[config.mk]
export PLATFORM = sky130hd
export DESIGN_NAME = ifr_flags
export DESIGN_NICKNAME = d
export VERILOG_FILES = /design/src/design/ifr_pkg.sv /design/src/design/ifr_seq_if.sv /design/src/design/ifr_pin_edge.sv /design/src/design/ifr_reset_seq.sv /design/src/design/ifr_flags.sv
export SDC_FILE = /design/constraint.sdc
export NUM_CORES = 1
export LEC_CHECK = 0
export BUFFER_PORTS_ARGS = -buffer_cell sky130_fd_sc_hd__buf_2
export CAP_MARGIN = 20
export CORE_MARGIN = 2
export CORE_UTILIZATION = 50
export DETAILED_ROUTE_END_ITERATION = 8
export HOLD_SLACK_MARGIN = 0.06
export PLACE_DENSITY = 0.88
export SETUP_SLACK_MARGIN = 0.5
export SLEW_MARGIN = 20
export SYNTH_ARGS = -nofsm -noshare
export SYNTH_HDL_FRONTEND = slang
export SYNTH_SLANG_ARGS = --single-unit
[constraint.sdc]
create_clock -name core_clk_i -period 1.53 [get_ports core_clk_i]
set_clock_uncertainty 0.05 [all_clocks]
set_input_delay 0.3825 -clock core_clk_i [delete_from_list [all_inputs] [get_ports core_clk_i]]
set_output_delay 0.3825 -clock core_clk_i [all_outputs]
set_load 0.02 [all_outputs]
[src/design/ifr_pkg.sv]
// Constants, register map and state type for the interrupt flag and reset entry block.
// Assumes one 20 MHz system clock and a simple strobe register port.
package ifr_pkg;

	// =====================================================================
	// Bus geometry and pin counts
	localparam int ADDR_W = 4;
	localparam int DATA_W = 8;
	localparam int PIN_IRQS = 4;
	localparam int WAKE_PINS = 6;

	// =====================================================================
	// Register offsets
	localparam logic [ADDR_W-1:0] OFS_REQUEST_FLAGS = 4'h0;
	localparam logic [ADDR_W-1:0] OFS_WAKEUP_FLAGS = 4'h1;
	localparam logic [ADDR_W-1:0] OFS_EVENT_STATUS = 4'h2;
	localparam logic [ADDR_W-1:0] OFS_EVENT_MASK = 4'h3;

	// =====================================================================
	// Field positions of the main flag register
	localparam int BIT_DIRECT_TRANSITION = 7;
	localparam int BIT_TIMER_OVERFLOW = 6;
	localparam int BIT_RSVD_HI = 5;
	localparam int BIT_RSVD_LO = 4;

	// Field positions of the event status and mask registers
	localparam int BIT_EVT_SEQ_DONE = 0;
	localparam int BIT_EVT_SHORT_RESET = 1;
	localparam int EVT_BITS = 2;

	// =====================================================================
	// Reset values
	localparam logic [DATA_W-1:0] RST_FLAGS = 8'h00;
	localparam logic [1:0] RSVD_READ_ONES = 2'h3;
	localparam logic [EVT_BITS-1:0] RST_EVENTS = 2'h0;

	// =====================================================================
	// Reset entry timing and vector
	localparam int RESET_MIN_CYCLES = 10;
	localparam logic [15:0] RESET_VECTOR_ADDR = 16'h0000;
	localparam logic [15:0] RST_PC = 16'h0000;

	typedef enum logic [2:0] {
		SEQ_RESET,
		SEQ_MASK,
		SEQ_VEC_REQ,
		SEQ_VEC_WAIT,
		SEQ_FIRST,
		SEQ_RUN
	} ifr_seq_state_e;

endpackage

[src/design/ifr_seq_if.sv]
// Signals between the reset entry sequencer and the flag block top.
// Assumes both ends sit on the same system clock.
`timescale 1ns/100ps
interface ifr_seq_if;
	logic hold;
	logic init;
	logic mask_set;
	logic vec_rd;
	logic pc_load;
	logic [15:0] pc_value;
	logic irq_block;
	logic seq_done;
	logic short_reset;
	logic [15:0] vec_data;
	logic vec_valid;
	logic first_done;

	modport seq (
		output hold, init, mask_set, vec_rd, pc_load, pc_value, irq_block,
		output seq_done, short_reset,
		input vec_data, vec_valid, first_done
	);
	modport top (
		input hold, init, mask_set, vec_rd, pc_load, pc_value, irq_block,
		input seq_done, short_reset,
		output vec_data, vec_valid, first_done
	);
endinterface

[src/design/ifr_pin_edge.sv]
// Synchronises one interrupt pin and flags its selected edge.
// Assumes the pin is asynchronous to the system clock.
`timescale 1ns/100ps
module ifr_pin_edge (
	// Clock and reset
	input wire logic core_clk_i,
	input wire logic rst_i,
	// Pin and edge choice
	input wire logic pin_i,
	input wire logic rise_sel_i,
	// Detected edge, one cycle
	output logic edge_o
);
	logic s1;
	logic s2;
	logic s3;
	logic level;

	always_ff @(posedge core_clk_i) begin
		if (rst_i) begin
			s1 <= 1'b1;
			s2 <= 1'b1;
			s3 <= 1'b1;
		end else begin
			s1 <= pin_i;
			s2 <= s1;
			s3 <= s2;
		end
	end

	// A change is taken only once stages two and three agree.
	always_ff @(posedge core_clk_i) begin
		if (rst_i) begin
			level <= 1'b1;
		end else if (s2 == s3) begin
			level <= s3;
		end
	end

	always_comb begin
		edge_o = 1'b0;
		if (s2 == s3 && s3 != level) begin
			edge_o = (s3 == rise_sel_i);
		end
	end
endmodule // ifr_pin_edge

[src/design/ifr_reset_seq.sv]
// Reset pin watcher and reset exception sequencer.
// Assumes the CPU answers a vector read with one vec_valid pulse.
`timescale 1ns/100ps
module ifr_reset_seq (
	// Clock and reset
	input wire logic core_clk_i,
	input wire logic rst_i,
	// Reset pin, active low
	input wire logic reset_pin_n_i,
	// Sequencer signals
	ifr_seq_if.seq sq
);
	import ifr_pkg::*;

	localparam int CNT_W = $clog2(RESET_MIN_CYCLES + 1);
	localparam logic [CNT_W-1:0] CNT_MIN = CNT_W'(RESET_MIN_CYCLES);

	ifr_seq_state_e state;
	ifr_seq_state_e next_state;
	logic p1;
	logic p2;
	logic p3;
	logic pin_high;
	logic [CNT_W-1:0] low_cnt;

	// =====================================================================
	// Pin synchroniser
	always_ff @(posedge core_clk_i) begin
		if (rst_i) begin
			p1 <= 1'b0;
			p2 <= 1'b0;
			p3 <= 1'b0;
		end else begin
			p1 <= reset_pin_n_i;
			p2 <= p1;
			p3 <= p2;
		end
	end

	// Power-up counts as a low pin until the filter sees a stable high.
	always_ff @(posedge core_clk_i) begin
		if (rst_i) begin
			pin_high <= 1'b0;
		end else if (p2 == p3) begin
			pin_high <= p3;
		end
	end

	// =====================================================================
	// Low-time counter, saturating at the minimum hold
	always_ff @(posedge core_clk_i) begin
		if (rst_i || next_state != SEQ_RESET || pin_high) begin
			low_cnt <= '0;
		end else if (low_cnt != CNT_MIN) begin
			low_cnt <= low_cnt + CNT_W'(1);
		end
	end

	// =====================================================================
	// Sequence control
	always_comb begin
		next_state = state;
		case (state)
			SEQ_RESET: begin
				if (pin_high && low_cnt == CNT_MIN) begin
					next_state = SEQ_MASK;
				end
			end
			SEQ_MASK: next_state = SEQ_VEC_REQ;
			SEQ_VEC_REQ: next_state = SEQ_VEC_WAIT;
			SEQ_VEC_WAIT: begin
				if (sq.vec_valid) begin
					next_state = SEQ_FIRST;
				end
			end
			SEQ_FIRST: begin
				if (sq.first_done) begin
					next_state = SEQ_RUN;
				end
			end
			SEQ_RUN: next_state = SEQ_RUN;
			default: next_state = SEQ_RESET;
		endcase
		if (!pin_high) begin
			next_state = SEQ_RESET;
		end
	end

	always_ff @(posedge core_clk_i) begin
		if (rst_i) begin
			state <= SEQ_RESET;
		end else begin
			state <= next_state;
		end
	end

	// =====================================================================
	// Registered outputs, decoded from the state and the next state
	always_ff @(posedge core_clk_i) begin
		if (rst_i) begin
			sq.hold <= 1'b1;
			sq.init <= 1'b1;
			sq.mask_set <= 1'b0;
			sq.vec_rd <= 1'b0;
			sq.pc_load <= 1'b0;
			sq.irq_block <= 1'b1;
			sq.seq_done <= 1'b0;
			sq.short_reset <= 1'b0;
		end else begin
			sq.hold <= (next_state != SEQ_FIRST && next_state != SEQ_RUN);
			sq.init <= (next_state == SEQ_RESET);
			sq.mask_set <= (next_state == SEQ_MASK);
			sq.vec_rd <= (next_state == SEQ_VEC_REQ);
			sq.pc_load <= (state == SEQ_VEC_WAIT && next_state == SEQ_FIRST);
			sq.irq_block <= (next_state != SEQ_RUN);
			sq.seq_done <= (state == SEQ_FIRST && next_state == SEQ_RUN);
			// A release before the minimum hold leaves the device in reset.
			sq.short_reset <= (state == SEQ_RESET && pin_high && !sq.init
				&& low_cnt != CNT_MIN) || (state == SEQ_RESET && pin_high
				&& low_cnt != '0 && low_cnt != CNT_MIN);
		end
	end

	always_ff @(posedge core_clk_i) begin
		if (rst_i) begin
			sq.pc_value <= RST_PC;
		end else if (state == SEQ_VEC_WAIT && sq.vec_valid) begin
			sq.pc_value <= sq.vec_data;
		end
	end
endmodule // ifr_reset_seq

[src/design/ifr_flags.sv]
// Top of the interrupt flag and reset entry block.
// Assumes peripheral event inputs are one-cycle pulses on the system clock,
// and pin inputs are asynchronous.
//
// Chosen here: the address map and the plain strobed port.
`timescale 1ns/100ps
module ifr_flags (
	// Clock and reset
	input wire logic core_clk_i,
	input wire logic rst_i,
	// Register port
	input wire logic [ifr_pkg::ADDR_W-1:0] reg_addr_i,
	input wire logic [ifr_pkg::DATA_W-1:0] reg_wdata_i,
	input wire logic reg_wr_i,
	input wire logic reg_rd_i,
	output logic [ifr_pkg::DATA_W-1:0] reg_rdata_o,
	// Internal event sources
	input wire logic sleep_direct_xfer_i,
	input wire logic direct_transfer_enable_i,
	input wire logic timer_overflow_i,
	// External pins and their selection
	input wire logic [ifr_pkg::PIN_IRQS-1:0] irq_pin_i,
	input wire logic [ifr_pkg::PIN_IRQS-1:0] irq_pin_sel_i,
	input wire logic [ifr_pkg::PIN_IRQS-1:0] irq_edge_sel_i,
	input wire logic [ifr_pkg::WAKE_PINS-1:0] wakeup_pin_i,
	input wire logic [ifr_pkg::WAKE_PINS-1:0] wakeup_pin_sel_i,
	input wire logic [ifr_pkg::WAKE_PINS-1:0] wakeup_edge_sel_i,
	// Interrupt enables
	input wire logic direct_irq_enable_i,
	input wire logic timer_irq_enable_i,
	input wire logic wakeup_irq_enable_i,
	input wire logic [ifr_pkg::PIN_IRQS-1:0] irq_enable_i,
	// Reset pin
	input wire logic reset_pin_n_i,
	// CPU side
	input wire logic [15:0] vec_data_i,
	input wire logic vec_valid_i,
	input wire logic first_insn_done_i,
	output logic cpu_hold_o,
	output logic periph_init_o,
	output logic ccr_mask_set_o,
	output logic vec_rd_o,
	output logic [15:0] vec_addr_o,
	output logic pc_load_o,
	output logic [15:0] pc_value_o,
	output logic irq_accept_block_o,
	output logic cpu_irq_req_o,
	// Block interrupt
	output logic irq_o
);
	import ifr_pkg::*;

	ifr_seq_if sq ();

	logic direct_transition_flag;
	logic timer_overflow_flag;
	logic [PIN_IRQS-1:0] pin_flags;
	logic [WAKE_PINS-1:0] wakeup_request_flags;
	logic [PIN_IRQS-1:0] pin_edge;
	logic [WAKE_PINS-1:0] wake_edge;
	logic [EVT_BITS-1:0] evt_status;
	logic [EVT_BITS-1:0] evt_mask;
	logic [EVT_BITS-1:0] evt_set;
	logic wr_flags;
	logic wr_wake;
	logic [DATA_W-1:0] flags_view;
	logic [DATA_W-1:0] wake_view;
	logic [DATA_W-1:0] next_rdata;
	logic [WAKE_PINS-1:0] wake_keep;

	// =====================================================================
	// Reset entry sequencer
	assign sq.vec_data = vec_data_i;
	assign sq.vec_valid = vec_valid_i;
	assign sq.first_done = first_insn_done_i;

	ifr_reset_seq u_seq (
		.core_clk_i(core_clk_i),
		.rst_i(rst_i),
		.reset_pin_n_i(reset_pin_n_i),
		.sq(sq.seq)
	);

	assign cpu_hold_o = sq.hold;
	assign periph_init_o = sq.init;
	assign ccr_mask_set_o = sq.mask_set;
	assign vec_rd_o = sq.vec_rd;
	assign pc_load_o = sq.pc_load;
	assign pc_value_o = sq.pc_value;
	assign irq_accept_block_o = sq.irq_block;

	always_ff @(posedge core_clk_i) begin
		if (rst_i) begin
			vec_addr_o <= RESET_VECTOR_ADDR;
		end else begin
			vec_addr_o <= RESET_VECTOR_ADDR;
		end
	end

	// =====================================================================
	// Pin edge detectors
	genvar gi;
	generate
		for (gi = 0; gi < PIN_IRQS + WAKE_PINS; gi++) begin : g_pin
			if (gi < PIN_IRQS) begin : g_irq
				ifr_pin_edge u_edge (
					.core_clk_i(core_clk_i),
					.rst_i(rst_i),
					.pin_i(irq_pin_i[gi]),
					.rise_sel_i(irq_edge_sel_i[gi]),
					.edge_o(pin_edge[gi])
				);
			end else begin : g_wake
				ifr_pin_edge u_edge (
					.core_clk_i(core_clk_i),
					.rst_i(rst_i),
					.pin_i(wakeup_pin_i[gi-PIN_IRQS]),
					.rise_sel_i(wakeup_edge_sel_i[gi-PIN_IRQS]),
					.edge_o(wake_edge[gi-PIN_IRQS])
				);
			end
		end
	endgenerate

	// =====================================================================
	// Request flags
	// A write of one keeps the flag, a write of zero clears it, and a hardware
	// set in the same cycle wins so no event is lost.
	assign wr_flags = reg_wr_i && reg_addr_i == OFS_REQUEST_FLAGS;
	assign wr_wake = reg_wr_i && reg_addr_i == OFS_WAKEUP_FLAGS;
	assign wake_keep = wr_wake ? reg_wdata_i[WAKE_PINS-1:0] : {WAKE_PINS{1'b1}};

	always_ff @(posedge core_clk_i) begin
		if (rst_i || sq.init) begin
			direct_transition_flag <= RST_FLAGS[BIT_DIRECT_TRANSITION];
		end else if (sleep_direct_xfer_i && direct_transfer_enable_i) begin
			direct_transition_flag <= 1'b1;
		end else if (wr_flags && !reg_wdata_i[BIT_DIRECT_TRANSITION]) begin
			direct_transition_flag <= 1'b0;
		end
	end

	always_ff @(posedge core_clk_i) begin
		if (rst_i || sq.init) begin
			timer_overflow_flag <= RST_FLAGS[BIT_TIMER_OVERFLOW];
		end else if (timer_overflow_i) begin
			timer_overflow_flag <= 1'b1;
		end else if (wr_flags && !reg_wdata_i[BIT_TIMER_OVERFLOW]) begin
			timer_overflow_flag <= 1'b0;
		end
	end

	always_ff @(posedge core_clk_i) begin
		if (rst_i || sq.init) begin
			pin_flags <= RST_FLAGS[PIN_IRQS-1:0];
		end else begin
			pin_flags <= (pin_flags & (wr_flags ? reg_wdata_i[PIN_IRQS-1:0]
				: {PIN_IRQS{1'b1}})) | (pin_edge & irq_pin_sel_i);
		end
	end

	always_ff @(posedge core_clk_i) begin
		if (rst_i || sq.init) begin
			wakeup_request_flags <= RST_FLAGS[WAKE_PINS-1:0];
		end else begin
			wakeup_request_flags <= (wakeup_request_flags & wake_keep)
				| (wake_edge & wakeup_pin_sel_i);
		end
	end

	// =====================================================================
	// CPU request, held off until the first instruction has run
	always_ff @(posedge core_clk_i) begin
		if (rst_i) begin
			cpu_irq_req_o <= 1'b0;
		end else begin
			cpu_irq_req_o <= !sq.irq_block && (
				(direct_transition_flag && direct_irq_enable_i)
				|| (timer_overflow_flag && timer_irq_enable_i)
				|| |(pin_flags & irq_enable_i)
				|| (|wakeup_request_flags && wakeup_irq_enable_i));
		end
	end

	// =====================================================================
	// Block events: sticky, cleared by reading, set beats the read clear
	assign evt_set[BIT_EVT_SEQ_DONE] = sq.seq_done;
	assign evt_set[BIT_EVT_SHORT_RESET] = sq.short_reset;

	always_ff @(posedge core_clk_i) begin
		if (rst_i) begin
			evt_status <= RST_EVENTS;
		end else if (reg_rd_i && reg_addr_i == OFS_EVENT_STATUS) begin
			evt_status <= evt_set;
		end else begin
			evt_status <= evt_status | evt_set;
		end
	end

	always_ff @(posedge core_clk_i) begin
		if (rst_i) begin
			evt_mask <= RST_EVENTS;
		end else if (reg_wr_i && reg_addr_i == OFS_EVENT_MASK) begin
			evt_mask <= reg_wdata_i[EVT_BITS-1:0];
		end
	end

	always_ff @(posedge core_clk_i) begin
		if (rst_i) begin
			irq_o <= 1'b0;
		end else begin
			irq_o <= |((evt_status | evt_set) & evt_mask);
		end
	end

	// =====================================================================
	// Read data, one cycle after the read strobe
	always_comb begin
		flags_view = {direct_transition_flag, timer_overflow_flag, RSVD_READ_ONES,
			pin_flags};
		wake_view = {RSVD_READ_ONES, wakeup_request_flags};
		next_rdata = '0;
		case (reg_addr_i)
			OFS_REQUEST_FLAGS: next_rdata = flags_view;
			OFS_WAKEUP_FLAGS: next_rdata = wake_view;
			OFS_EVENT_STATUS: next_rdata = {{(DATA_W-EVT_BITS){1'b0}}, evt_status};
			OFS_EVENT_MASK: next_rdata = {{(DATA_W-EVT_BITS){1'b0}}, evt_mask};
			default: next_rdata = '0;
		endcase
	end

	always_ff @(posedge core_clk_i) begin
		if (rst_i) begin
			reg_rdata_o <= '0;
		end else if (reg_rd_i) begin
			reg_rdata_o <= next_rdata;
		end else begin
			reg_rdata_o <= '0;
		end
	end
endmodule // ifr_flags

==> reports/metrics.yaml, run 1 <==
synthesis:
  ys_seq_area_share_pct: 52.0
  async_flop_share_pct: 0
  synth_area_sq_mm: 0.00389
  ys_warn_count: 0
  yosysTopAreaCellShare_pct: 52.0
  syn_avg_cell_area_sq_um: 9.73
  synth_common_cells: "101 x dfxtp_1, 48 x a21oi_1, 38 x nand2_1, 32 x or2_2, 21 x nor2_1"
  yosysTopAreaCell: "dfxtp_1"
  postSynthCellCount: 400
  ys_ff_latch: 101
  synthDistinctLibCells: 48
  yosys-top-cells-area: "dfxtp_1 52%, a21oi_1 6.2%, or2_2 5.1%"
  synth-edff-count: 0
  yosysMostFrequentCell: "dfxtp_1"
  synth_top_flop_cell: "dfxtp_1"
drt:
  wl_per_cell_um: 21.7
  firstDrtPassIters: 5
  viasPerCell: 5.87
  postRouteAntennaNets: 0
  via_count: 3777
  drt-total-wl_mm: 13.9
  drcViolationCount: 0
  drt_iter0_markers: 280
placed_design:
  post-place-cells: 596
  gp_congestion: 0.887
  numPortBuffers: 106
  dp_hpwl_mm: 6.21
critical_path:
  required_ns: 1.73
  path_cells: "or4_4 > o31ai_2 > a311oi_1"
  crit_path_max_incr_delay_ns: 0.53
  worst-endpoint-arrival_ns: 1.59
  critPathKind: "flip-flop to flip-flop"
  critical_path.slowest_cell: "or4_4"
  crit_buf_inv: 0
  path_max_fanout: 2
  cp-end-kind: "flip-flop"
  cpLargestDelayFamily: "simple AND/OR/NAND/NOR gates"
  worstSetupStartpointType: "flip-flop"
clock_network:
  cts_buffer_depth: 2
  clock-root-buffer: "clkbuf_8"
  insertion_delay_ns: 0.40
  cts_made_buffers: 9
  cts.clk_slew.worst_paths_ns: 0.12
  htreeDepth: 3
  cts_tree: "done"
  cts_sinks: 101
pwr:
  power_density_mw_per_mm2: 824
  power_leakage_uw: 0.00235
  max-vdd-ir-drop_uv: 443
final_layout:
  diodes: 0
  layout.cells.non_filler: 643
  synthToLayoutAreaGrowth_pct: 50.4
  fin_util_pct: 76.5
  fin_nets: 614
  layout-drive-gt1-share_pct: 64.3
min_path:
  hold_class: "primary input to flip-flop"
floorplan:
  die-area_sq_mm: 0.00850
  die_h_um: 92.2
  rows: 32
  die_x_um: 92.2
  core_sq_mm: 0.00765
  start_util_pct: 50.9
  ios: 123
global_routing:
  grt_max_degree: 45
  grt_pass1_vias: 3458
  track_usage_pct: 23.7
  grt_antenna_before_repair: 1
  grt_pass1_wl_mm: 15.9
  overflow: 0
timing:
  setup_viol: 0
  max-slew-margin-rel_pct: 64.3
  final.period_utilization_pct: 90.8
  totalNegativeSetupSlack_ns: 0
  tightest_slew_ns: 0.536
  final.min_clock_period_ns: 1.39
  maxSlewViolCount: 0
  max_freq_mhz: 720
  hold_viol: 0
  rsz0062_at_grt: "yes"
run:
  drv_cap: 0
outcome:
  outcome: "complete, no violations"
## flip-flops by register name (all words and copies together) (netlist names), 4 cells and up
name and cells:
u_seq.sq.pc_value 16, reg_rdata_o 8, g_pin.g_wake.u_edge.level 6, g_pin.g_wake.u_edge.s1 6, g_pin.g_wake.u_edge.s2 6, g_pin.g_wake.u_edge.s3 6, wakeup_request_flags 6, g_pin.g_irq.u_edge.level 4
g_pin.g_irq.u_edge.s1 4, g_pin.g_irq.u_edge.s2 4, g_pin.g_irq.u_edge.s3 4, pin_flags 4, u_seq.low_cnt 4
## stage by stage
step / instance area [sq um] / setup slack [ns] / hold slack, ns / total power [uW]
2_1_floorplan: 4050 / 0.151 / 0.339 / 2960
3_3_place_gp: 4510 / 0.0191 / 0.341 / 3050
3_5_place_dp: 4510 / -0.0150 / 0.347 / 3060
4_1_cts: 5300 / 0.180 / 0.132 / 4680
5_1_grt: 5850 / 0.113 / 0.132 / 4950
6_report: 5850 / 0.141 / 0.133 / 4820
## logic make-up (layout without fill, tap and decap cells)
family | Yosys count | after routing | share of synthesized area [%]
xor gates and xnor gates | 3 | 3 | 0.675
and+or+nand+nor | 147 | 148 | 22.4
buffers and inverters | 44 | 169 | 6.78
adders and majority gates | 3 | 3 | 0.965
DFF | 101 | 101 | 52.0
muxes | 5 | 5 | 1.93
AOI/OAI and AO/OA | 96 | 96 | 15.2
other | 1 | 16 | 0.0964
## power by group
group / total [uW] / internal (uW) / switching (uW)
Clock: 1700 / 632 / 1070
Combinational: 415 / 178 / 237
Sequential: 2710 / 2670 / 39.8
Total: 4820 / 3480 / 1350
## worst reg2reg max path: cells and delay by family, from the launching register on
| family | cells | cell delay, ns |
|---|---|---|
| AO/OA/AOI/OAI | 2 | 0.32 |
| AND/OR/NAND/NOR | 1 | 0.53 |
| flip-flops | 1 | 0.35 |
## metal layers
metal | up-vias | global-route usage [%] | wire, um
met4 | 2 | 11.6 | 1170
met2 | 279 | 42.3 | 6740
met1 | 1736 | 26.5 | 4780
met5 | - | 0 | 13
met3 | 107 | 5.26 | 1230
li1 | 1653 | - | -
## placed cells by master (no fill, tap or decap), drive strengths merged, types with 3 or more instances in the layout
cell type / instances
nand3: 3
o21bai: 10
mux2i: 3
o21ai: 13
ha: 3
nand2b: 3
conb: 16
clkbuf: 11
and3: 3
inv: 11
o31ai: 14
nand2: 38
buf: 143
dfxtp: 101
nor4: 3
nor2b: 4
or2: 33
nor3: 5
nor4b: 11
a21oi: 50
and4b: 11
nor2: 22
## area by class of cell
cell class	count	area, sq um
fillers	438	1800
clock buffers	9	124
repair buffers	145	1130
inverters	8	30.0
multi-input cells	271	2280
clock inverters	7	66.3
flip-flops and latches	101	2090
well taps	102	128
## final timing paths
check / depth (start not counted) / start / slack, ns / to
setup reg to reg: 3 / wakeup_request_flags[2] / 0.14 / cpu_irq_req_o
setup / recovery: 3 / wakeup_request_flags[2] / 0.14 / cpu_irq_req_o
hold reg to reg: 1 / g_pin[2].g_irq.u_edge.s1 / 0.36 / g_pin[2].g_irq.u_edge.s2
hold / removal: 2 / irq_pin_i[1] / 0.13 / g_pin[1].g_irq.u_edge.s1
## timing repair
| action | 4_1_cts | 5_1_grt |
|---|---|---|
| hold buffers | 0 | 0 |
| hold endpoints to repair | 0 | 0 |
| gates resized for setup | 161 | 103 |
| cloned | 2 | 2 |
| endpoints found under the setup margin | 78 | 77 |
| pin swaps | 30 | 50 |
| setup buffers | 17 | 10 |
(Power assumes the default switching activity.)
==> run 2: changes to the inputs <==
--- a/config.mk
+++ b/config.mk
@@ -7,12 +7,14 @@
 export LEC_CHECK = 0
 export BUFFER_PORTS_ARGS = -buffer_cell sky130_fd_sc_hd__buf_2
 export CAP_MARGIN = 20
+export CORE_ASPECT_RATIO = 1.75
 export CORE_MARGIN = 2
 export CORE_UTILIZATION = 50
 export DETAILED_ROUTE_END_ITERATION = 8
 export HOLD_SLACK_MARGIN = 0.06
 export PLACE_DENSITY = 0.88
 export SETUP_SLACK_MARGIN = 0.5
+export SKIP_CTS_REPAIR_TIMING = 1
 export SLEW_MARGIN = 20
 export SYNTH_ARGS = -nofsm -noshare
 export SYNTH_HDL_FRONTEND = slang
==> reports/metrics.yaml, run 2 (synthesis results as in run 1) <==
outcome:
  outcome: "complete, no violations"
critical_path:
  critical_path.slowest_cell: "or4_4"
  cp-end-kind: "flip-flop"
  path_max_fanout: 2
  critPathKind: "flip-flop to flip-flop"
  worst-endpoint-arrival_ns: 1.55
  path_cells: "or4_4 > o31ai_2 > a311oi_1"
  worstSetupStartpointType: "flip-flop"
  worst-r2r-cell-count: 3
  r2r_start: "wakeup_request_flags[2]"
  r2r_slack_ns: 0.15
  required_ns: 1.70
  crit_path_max_incr_delay_ns: 0.55
  regToRegEndpoint: "cpu_irq_req_o"
min_path:
  worstHoldStart: "wakeup_pin_i[0]"
  worstHoldEndpoint: "g_pin[4].g_wake.u_edge.s1"
  hold_class: "primary input to flip-flop"
  hold_depth: 2
floorplan:
  core_sq_mm: 0.00757
  die-area_sq_mm: 0.00853
  rows: 42
  ios: 123
  start_util_pct: 51.4
  die_x_um: 70.7
  die_h_um: 121
drt:
  drt_iter0_markers: 321
  via_count: 3521
  wl_per_cell_um: 19.3
  viasPerCell: 5.72
  firstDrtPassIters: 5
  drcViolationCount: 0
  drt-total-wl_mm: 11.9
  postRouteAntennaNets: 0
global_routing:
  grt_antenna_before_repair: 0
  grt_pass1_vias: 3061
  track_usage_pct: 20.2
  grt_pass1_wl_mm: 13.6
  busiest_layer: "met2"
  overflow: 0
  globalRouteMet2Util_pct: 37.2
  gr-usage-met1_pct: 20.8
  grt_max_degree: 29
  grtUsageMet3_pct: 3.58
clock_network:
  cts_buffer_depth: 2
  insertion_delay_ns: 0.35
  cts.clk_slew.worst_paths_ns: 0.07
  htreeDepth: 3
  cts_made_buffers: 9
  cts_tree: "done"
  cts_sinks: 101
  clock-root-buffer: "clkbuf_16"
pwr:
  p_switching_uw: 1280
  max-vdd-ir-drop_uv: 761
  power_uw: 5540
  power_leakage_uw: 0.00234
  seq_power_share_pct: 48.7
  cell_internal_pwr_uw: 4270
  p_comb_share_pct: 6.8
  power_density_mw_per_mm2: 970
  clkPwrFrac_pct: 44.5
  swShare_pct: 23.0
final_layout:
  top_register: "u_seq.sq.pc_value"
  final_common_cell: "buf_2"
  fillers: 449
  layout-drive-gt1-share_pct: 60.0
  layout.cells.non_filler: 616
  synthToLayoutAreaGrowth_pct: 46.8
  largest_reg_flops: 16
  final_cell_mix: "71 x buf_2, 51 x dfxtp_1, 44 x dfxtp_2, 39 x buf_6, 32 x a21oi_1"
  diodes: 0
  fin_nets: 601
  largestRegisters: "u_seq.sq.pc_value x16, reg_rdata_o x8"
placed_design:
  pre_cts_ws_ns: -0.0374
  post-place-cells: 581
  numPortBuffers: 106
  gp_congestion: 0.879
  dp_hpwl_mm: 6.39
timing:
  max_freq_mhz: 725
  fin_ws_ns: 0.150
  rsz0062_at_grt: "yes"
  final.period_utilization_pct: 90.2
  setup_viol: 0
  maxSlewViolCount: 0
  hold_viol: 0
  final.min_clock_period_ns: 1.38
  totalNegativeSetupSlack_ns: 0
run:
  drv_cap: 0
-- run 2: changes by cell type in the layout (fill, tap and decap cells not counted), moves of 7 or more --
cell       change
nand2_4        -8
buf_4          -8
clkbuf_8       -9
nand2_1       +10
clkbuf_16      +7
-- run 2: power by group through the flow --
| stage | registers [uW] | logic (uW) | clock network, uW |
|---|---|---|---|
| 6_report | 2700 | 375 | 2470 |
| 4_1_cts | 2710 | 295 | 2470 |
| 2_1_floorplan | 2760 | 196 | 0 |
| 3_5_place_dp | 2770 | 293 | 0 |
| 3_3_place_gp | 2760 | 284 | 0 |
| 5_1_grt | 2700 | 401 | 2580 |
-- run 2: worst max-delay path by stage --
stage / to / cells past startpoint / slack, ns / start
finish: cpu_irq_req_o / 3 / 0.15 / wakeup_request_flags[2]
global placement: pin_flags[3] / 4 / 0.002 / reg_addr_i[0]
CTS: cpu_irq_req_o / 3 / 0.14 / wakeup_request_flags[2]
global route: cpu_irq_req_o / 3 / 0.13 / wakeup_request_flags[2]
detailed placement: pin_flags[2] / 4 / -0.04 / reg_addr_i[0]
floorplan: u_seq.sq.mask_set / 5 / 0.15 / rst_i
-- run 2: critical path, delay by kind of cell, from the launching register on --
family / cells / cell delay (ns)
AND/OR/NAND/NOR: 1 / 0.55
flip-flops: 1 / 0.33
AO/OA/AOI/OAI: 2 / 0.32
-- run 2: metal layers --
| layer | vias to the layer above | wire length [um] |
|---|---|---|
| li1 | 1615 | - |
| met1 | 1674 | 4220 |
| met2 | 200 | 6650 |
| met3 | 32 | 616 |
| met4 | 0 | 416 |
| met5 | - | 0 |
-- run 2: final cells by class --
cell class                 count  area, sq um  area share, %
clock buffer                   9          225           3.94
multi-input combinational    271         2140           37.5
clock inverter                 7         98.8           1.73
tap                           88          110           1.93
timing repair buffer         132         1000           17.6
sequential                   101         2100           36.8
inverter                       8         32.5          0.570
-- run 2: per-stage QoR --
stage                     util [%]  area, sq um  hold slack (ns)
after floorplan                  -         4050            0.339
after global placement        59.2         4480            0.341
after detailed placement      59.2         4480            0.347
after CTS                     63.5         4810            0.156
after global routing          75.5         5710            0.159
final                         75.5         5710            0.167
==> run 3: changes to the inputs <==
--- a/config.mk
+++ b/config.mk
@@ -18,4 +18,5 @@
 export SLEW_MARGIN = 20
 export SYNTH_ARGS = -nofsm -noshare
 export SYNTH_HDL_FRONTEND = slang
+export SYNTH_HIERARCHICAL = 1
 export SYNTH_SLANG_ARGS = --single-unit
==> reports/metrics.yaml, run 3 <==
synthesis:
  postSynthCellCount: 406
  synth_area_sq_mm: 0.00388
  synth-edff-count: 0
  ys_ff_latch: 101
  yosysTopAreaCell: "dfxtp_1"
  synth_common_cells: "101 x dfxtp_1, 60 x nand2_1, 46 x a21oi_1, 31 x or2_1, 23 x nor2_1"
  synthDistinctLibCells: 47
  syn_avg_cell_area_sq_um: 9.56
  yosysMostFrequentCell: "dfxtp_1"
  yosys-top-cells-area: "dfxtp_1 52%, a21oi_1 5.9%, nand2_1 5.8%"
  ys_seq_area_share_pct: 52.1
  yosysTopAreaCellShare_pct: 52.1
  synth_top_flop_cell: "dfxtp_1"
  ys_warn_count: 6
  async_flop_share_pct: 0
clock_network:
  cts_made_buffers: 9
  cts_tree: "done"
  htreeDepth: 3
  insertion_delay_ns: 0.33
  cts_sinks: 101
  clock-root-buffer: "clkbuf_16"
  cts_buffer_depth: 2
  cts.clk_slew.worst_paths_ns: 0.06
min_path:
  worstHoldEndpoint: "g_pin[1].g_irq.u_edge/s1"
  hold_class: "primary input to flip-flop"
  worstHoldStart: "irq_pin_i[1]"
  hold_depth: 2
final_layout:
  top_register: "u_seq/sq.pc_value"
  largest_reg_flops: 16
  largestRegisters: "u_seq/sq.pc_value x16, reg_rdata_o x8"
  final_cell_mix: "70 x buf_2, 57 x dfxtp_2, 52 x nand2_1, 38 x a21oi_1, 36 x dfxtp_1"
  synthToLayoutAreaGrowth_pct: 41.0
  fin_area_sq_mm: 0.00547
  fin_nets: 619
  layout-drive-gt1-share_pct: 49.5
  diodes: 0
  final_common_cell: "buf_2"
pwr:
  power_density_mw_per_mm2: 940
  max-vdd-ir-drop_uv: 682
  power_leakage_uw: 0.00220
drt:
  firstDrtPassIters: 4
  drcViolationCount: 0
  postRouteAntennaNets: 0
  drt_iter0_markers: 151
  via_count: 3349
  drt-total-wl_mm: 9.79
  wl_per_cell_um: 15.5
  viasPerCell: 5.29
critical_path:
  r2r_slack_ns: 0.08
  worst-endpoint-arrival_ns: 1.68
  worst-r2r-cell-count: 6
  path_max_fanout: 3
  required_ns: 1.76
  r2r_start: "u_seq/low_cnt[0]"
  cp-end-kind: "flip-flop"
  critPathKind: "flip-flop to flip-flop"
  worstSetupStartpointType: "flip-flop"
  regToRegEndpoint: "u_seq/sq.seq_done"
placed_design:
  placed_cell_area_sq_mm: 0.00451
  gp_congestion: 0.906
  numPortBuffers: 106
  dp_hpwl_mm: 6.38
timing:
  final.period_utilization_pct: 95.1
  maxSlewViolCount: 0
  hold_viol: 0
  rsz0062_at_grt: "yes"
  setup_viol: 0
  totalNegativeSetupSlack_ns: 0
  max_freq_mhz: 687
  final.min_clock_period_ns: 1.45
global_routing:
  grt_max_degree: 22
  grt_pass1_wl_mm: 13.5
  grt_antenna_before_repair: 0
  grt_pass1_vias: 3089
  overflow: 0
  track_usage_pct: 20.2
floorplan:
  die_h_um: 121
  ios: 123
  core_sq_mm: 0.00757
  start_util_pct: 51.3
  die_x_um: 70.6
  die-area_sq_mm: 0.00851
  rows: 42
outcome:
  outcome: "complete, no violations"
run:
  drv_cap: 0
-- run 3: cell types whose count changed in the layout (fill, tap and decap cells not counted), moves of 10 or more --
cell / change
dfxtp_2: +13
nand2_1: +30
or2_1: +30
or2_2: -30
buf_4: +15
and4b_1: -10
dfxtp_1: -15
nand4b_1: +11
nand2_4: -10
-- run 3: cell families (layout without fill, tap and decap cells) --
group           count (synthesis)  after routing  synth area share (%)
other cells                     1             16                0.0967
flops                         101            101                  52.1
xor+xnor                        3              3                 0.677
buf+inv                        40            164                  6.19
compound gates                 83             83                  13.2
fa+ha+maj                       3              3                 0.968
simple gates                  168            168                  24.3
mux                             7              7                  2.45
-- run 3: power by group --
| part | total (uW) | internal (uW) | switching (uW) |
|---|---|---|---|
| registers | 2700 | 2670 | 31.4 |
| clock network | 2100 | 1220 | 873 |
| logic | 345 | 169 | 176 |
| total | 5140 | 4060 | 1080 |
-- run 3: layout make-up --
| type | instances | area (sq um) |
|---|---|---|
| inverters | 9 | 36.3 |
| repair buffers | 140 | 1050 |
| clock buffers | 14 | 274 |
| clock inverters | 1 | 5.00 |
| well taps | 88 | 110 |
| fillers | 509 | 2100 |
| multi-input cells | 280 | 1870 |
| flip-flops and latches | 101 | 2120 |
-- run 3: worst max path at each step --
stage / end / slack (ns) / depth (start not counted) / startpoint
after floorplan: u_seq/sq.seq_done / 0.17 / 7 / u_seq/low_cnt[0]
after global placement: pin_flags[2] / -0.003 / 4 / reg_addr_i[3]
after detailed placement: pin_flags[0] / -0.04 / 4 / reg_addr_i[3]
after CTS: u_seq/sq.seq_done / 0.04 / 6 / u_seq/low_cnt[0]
after global routing: u_seq/sq.seq_done / 0.05 / 6 / u_seq/low_cnt[0]
final: u_seq/sq.seq_done / 0.08 / 6 / u_seq/low_cnt[0]
-- run 3: stage by stage --
step | hold WS, ns | utilization (%) | std cells | power [uW] | worst slack (ns)
5_1_grt | 0.174 | 72.3 | 633 | 5320 | 0.0474
3_3_place_gp | 0.338 | 59.6 | 596 | 3030 | -0.00303
6_report | 0.174 | 72.3 | 633 | 5140 | 0.0750
4_1_cts | 0.161 | 63.3 | 611 | 5140 | 0.0351
2_1_floorplan | 0.335 | - | 421 | 2940 | 0.165
3_5_place_dp | 0.341 | 59.6 | 596 | 3050 | -0.0415
-- run 3: worst max-delay path, stage by stage, from the launching register on --
cell      delay (ns)
dfxtp_4         0.36
inv_4           0.06
ha_4            0.12
and3b_2         0.21
nand4b_1        0.18
a21oi_2         0.23
and4_1          0.20
-- run 3: layer usage --
metal  GRT usage [%]  up-vias  share of wire [%]
met5               0        -                  0
met4            11.3        0                3.9
met3            3.25       29                4.3
met2            37.6      134                 56
met1            20.9     1557                 36
li1                -     1629                  -
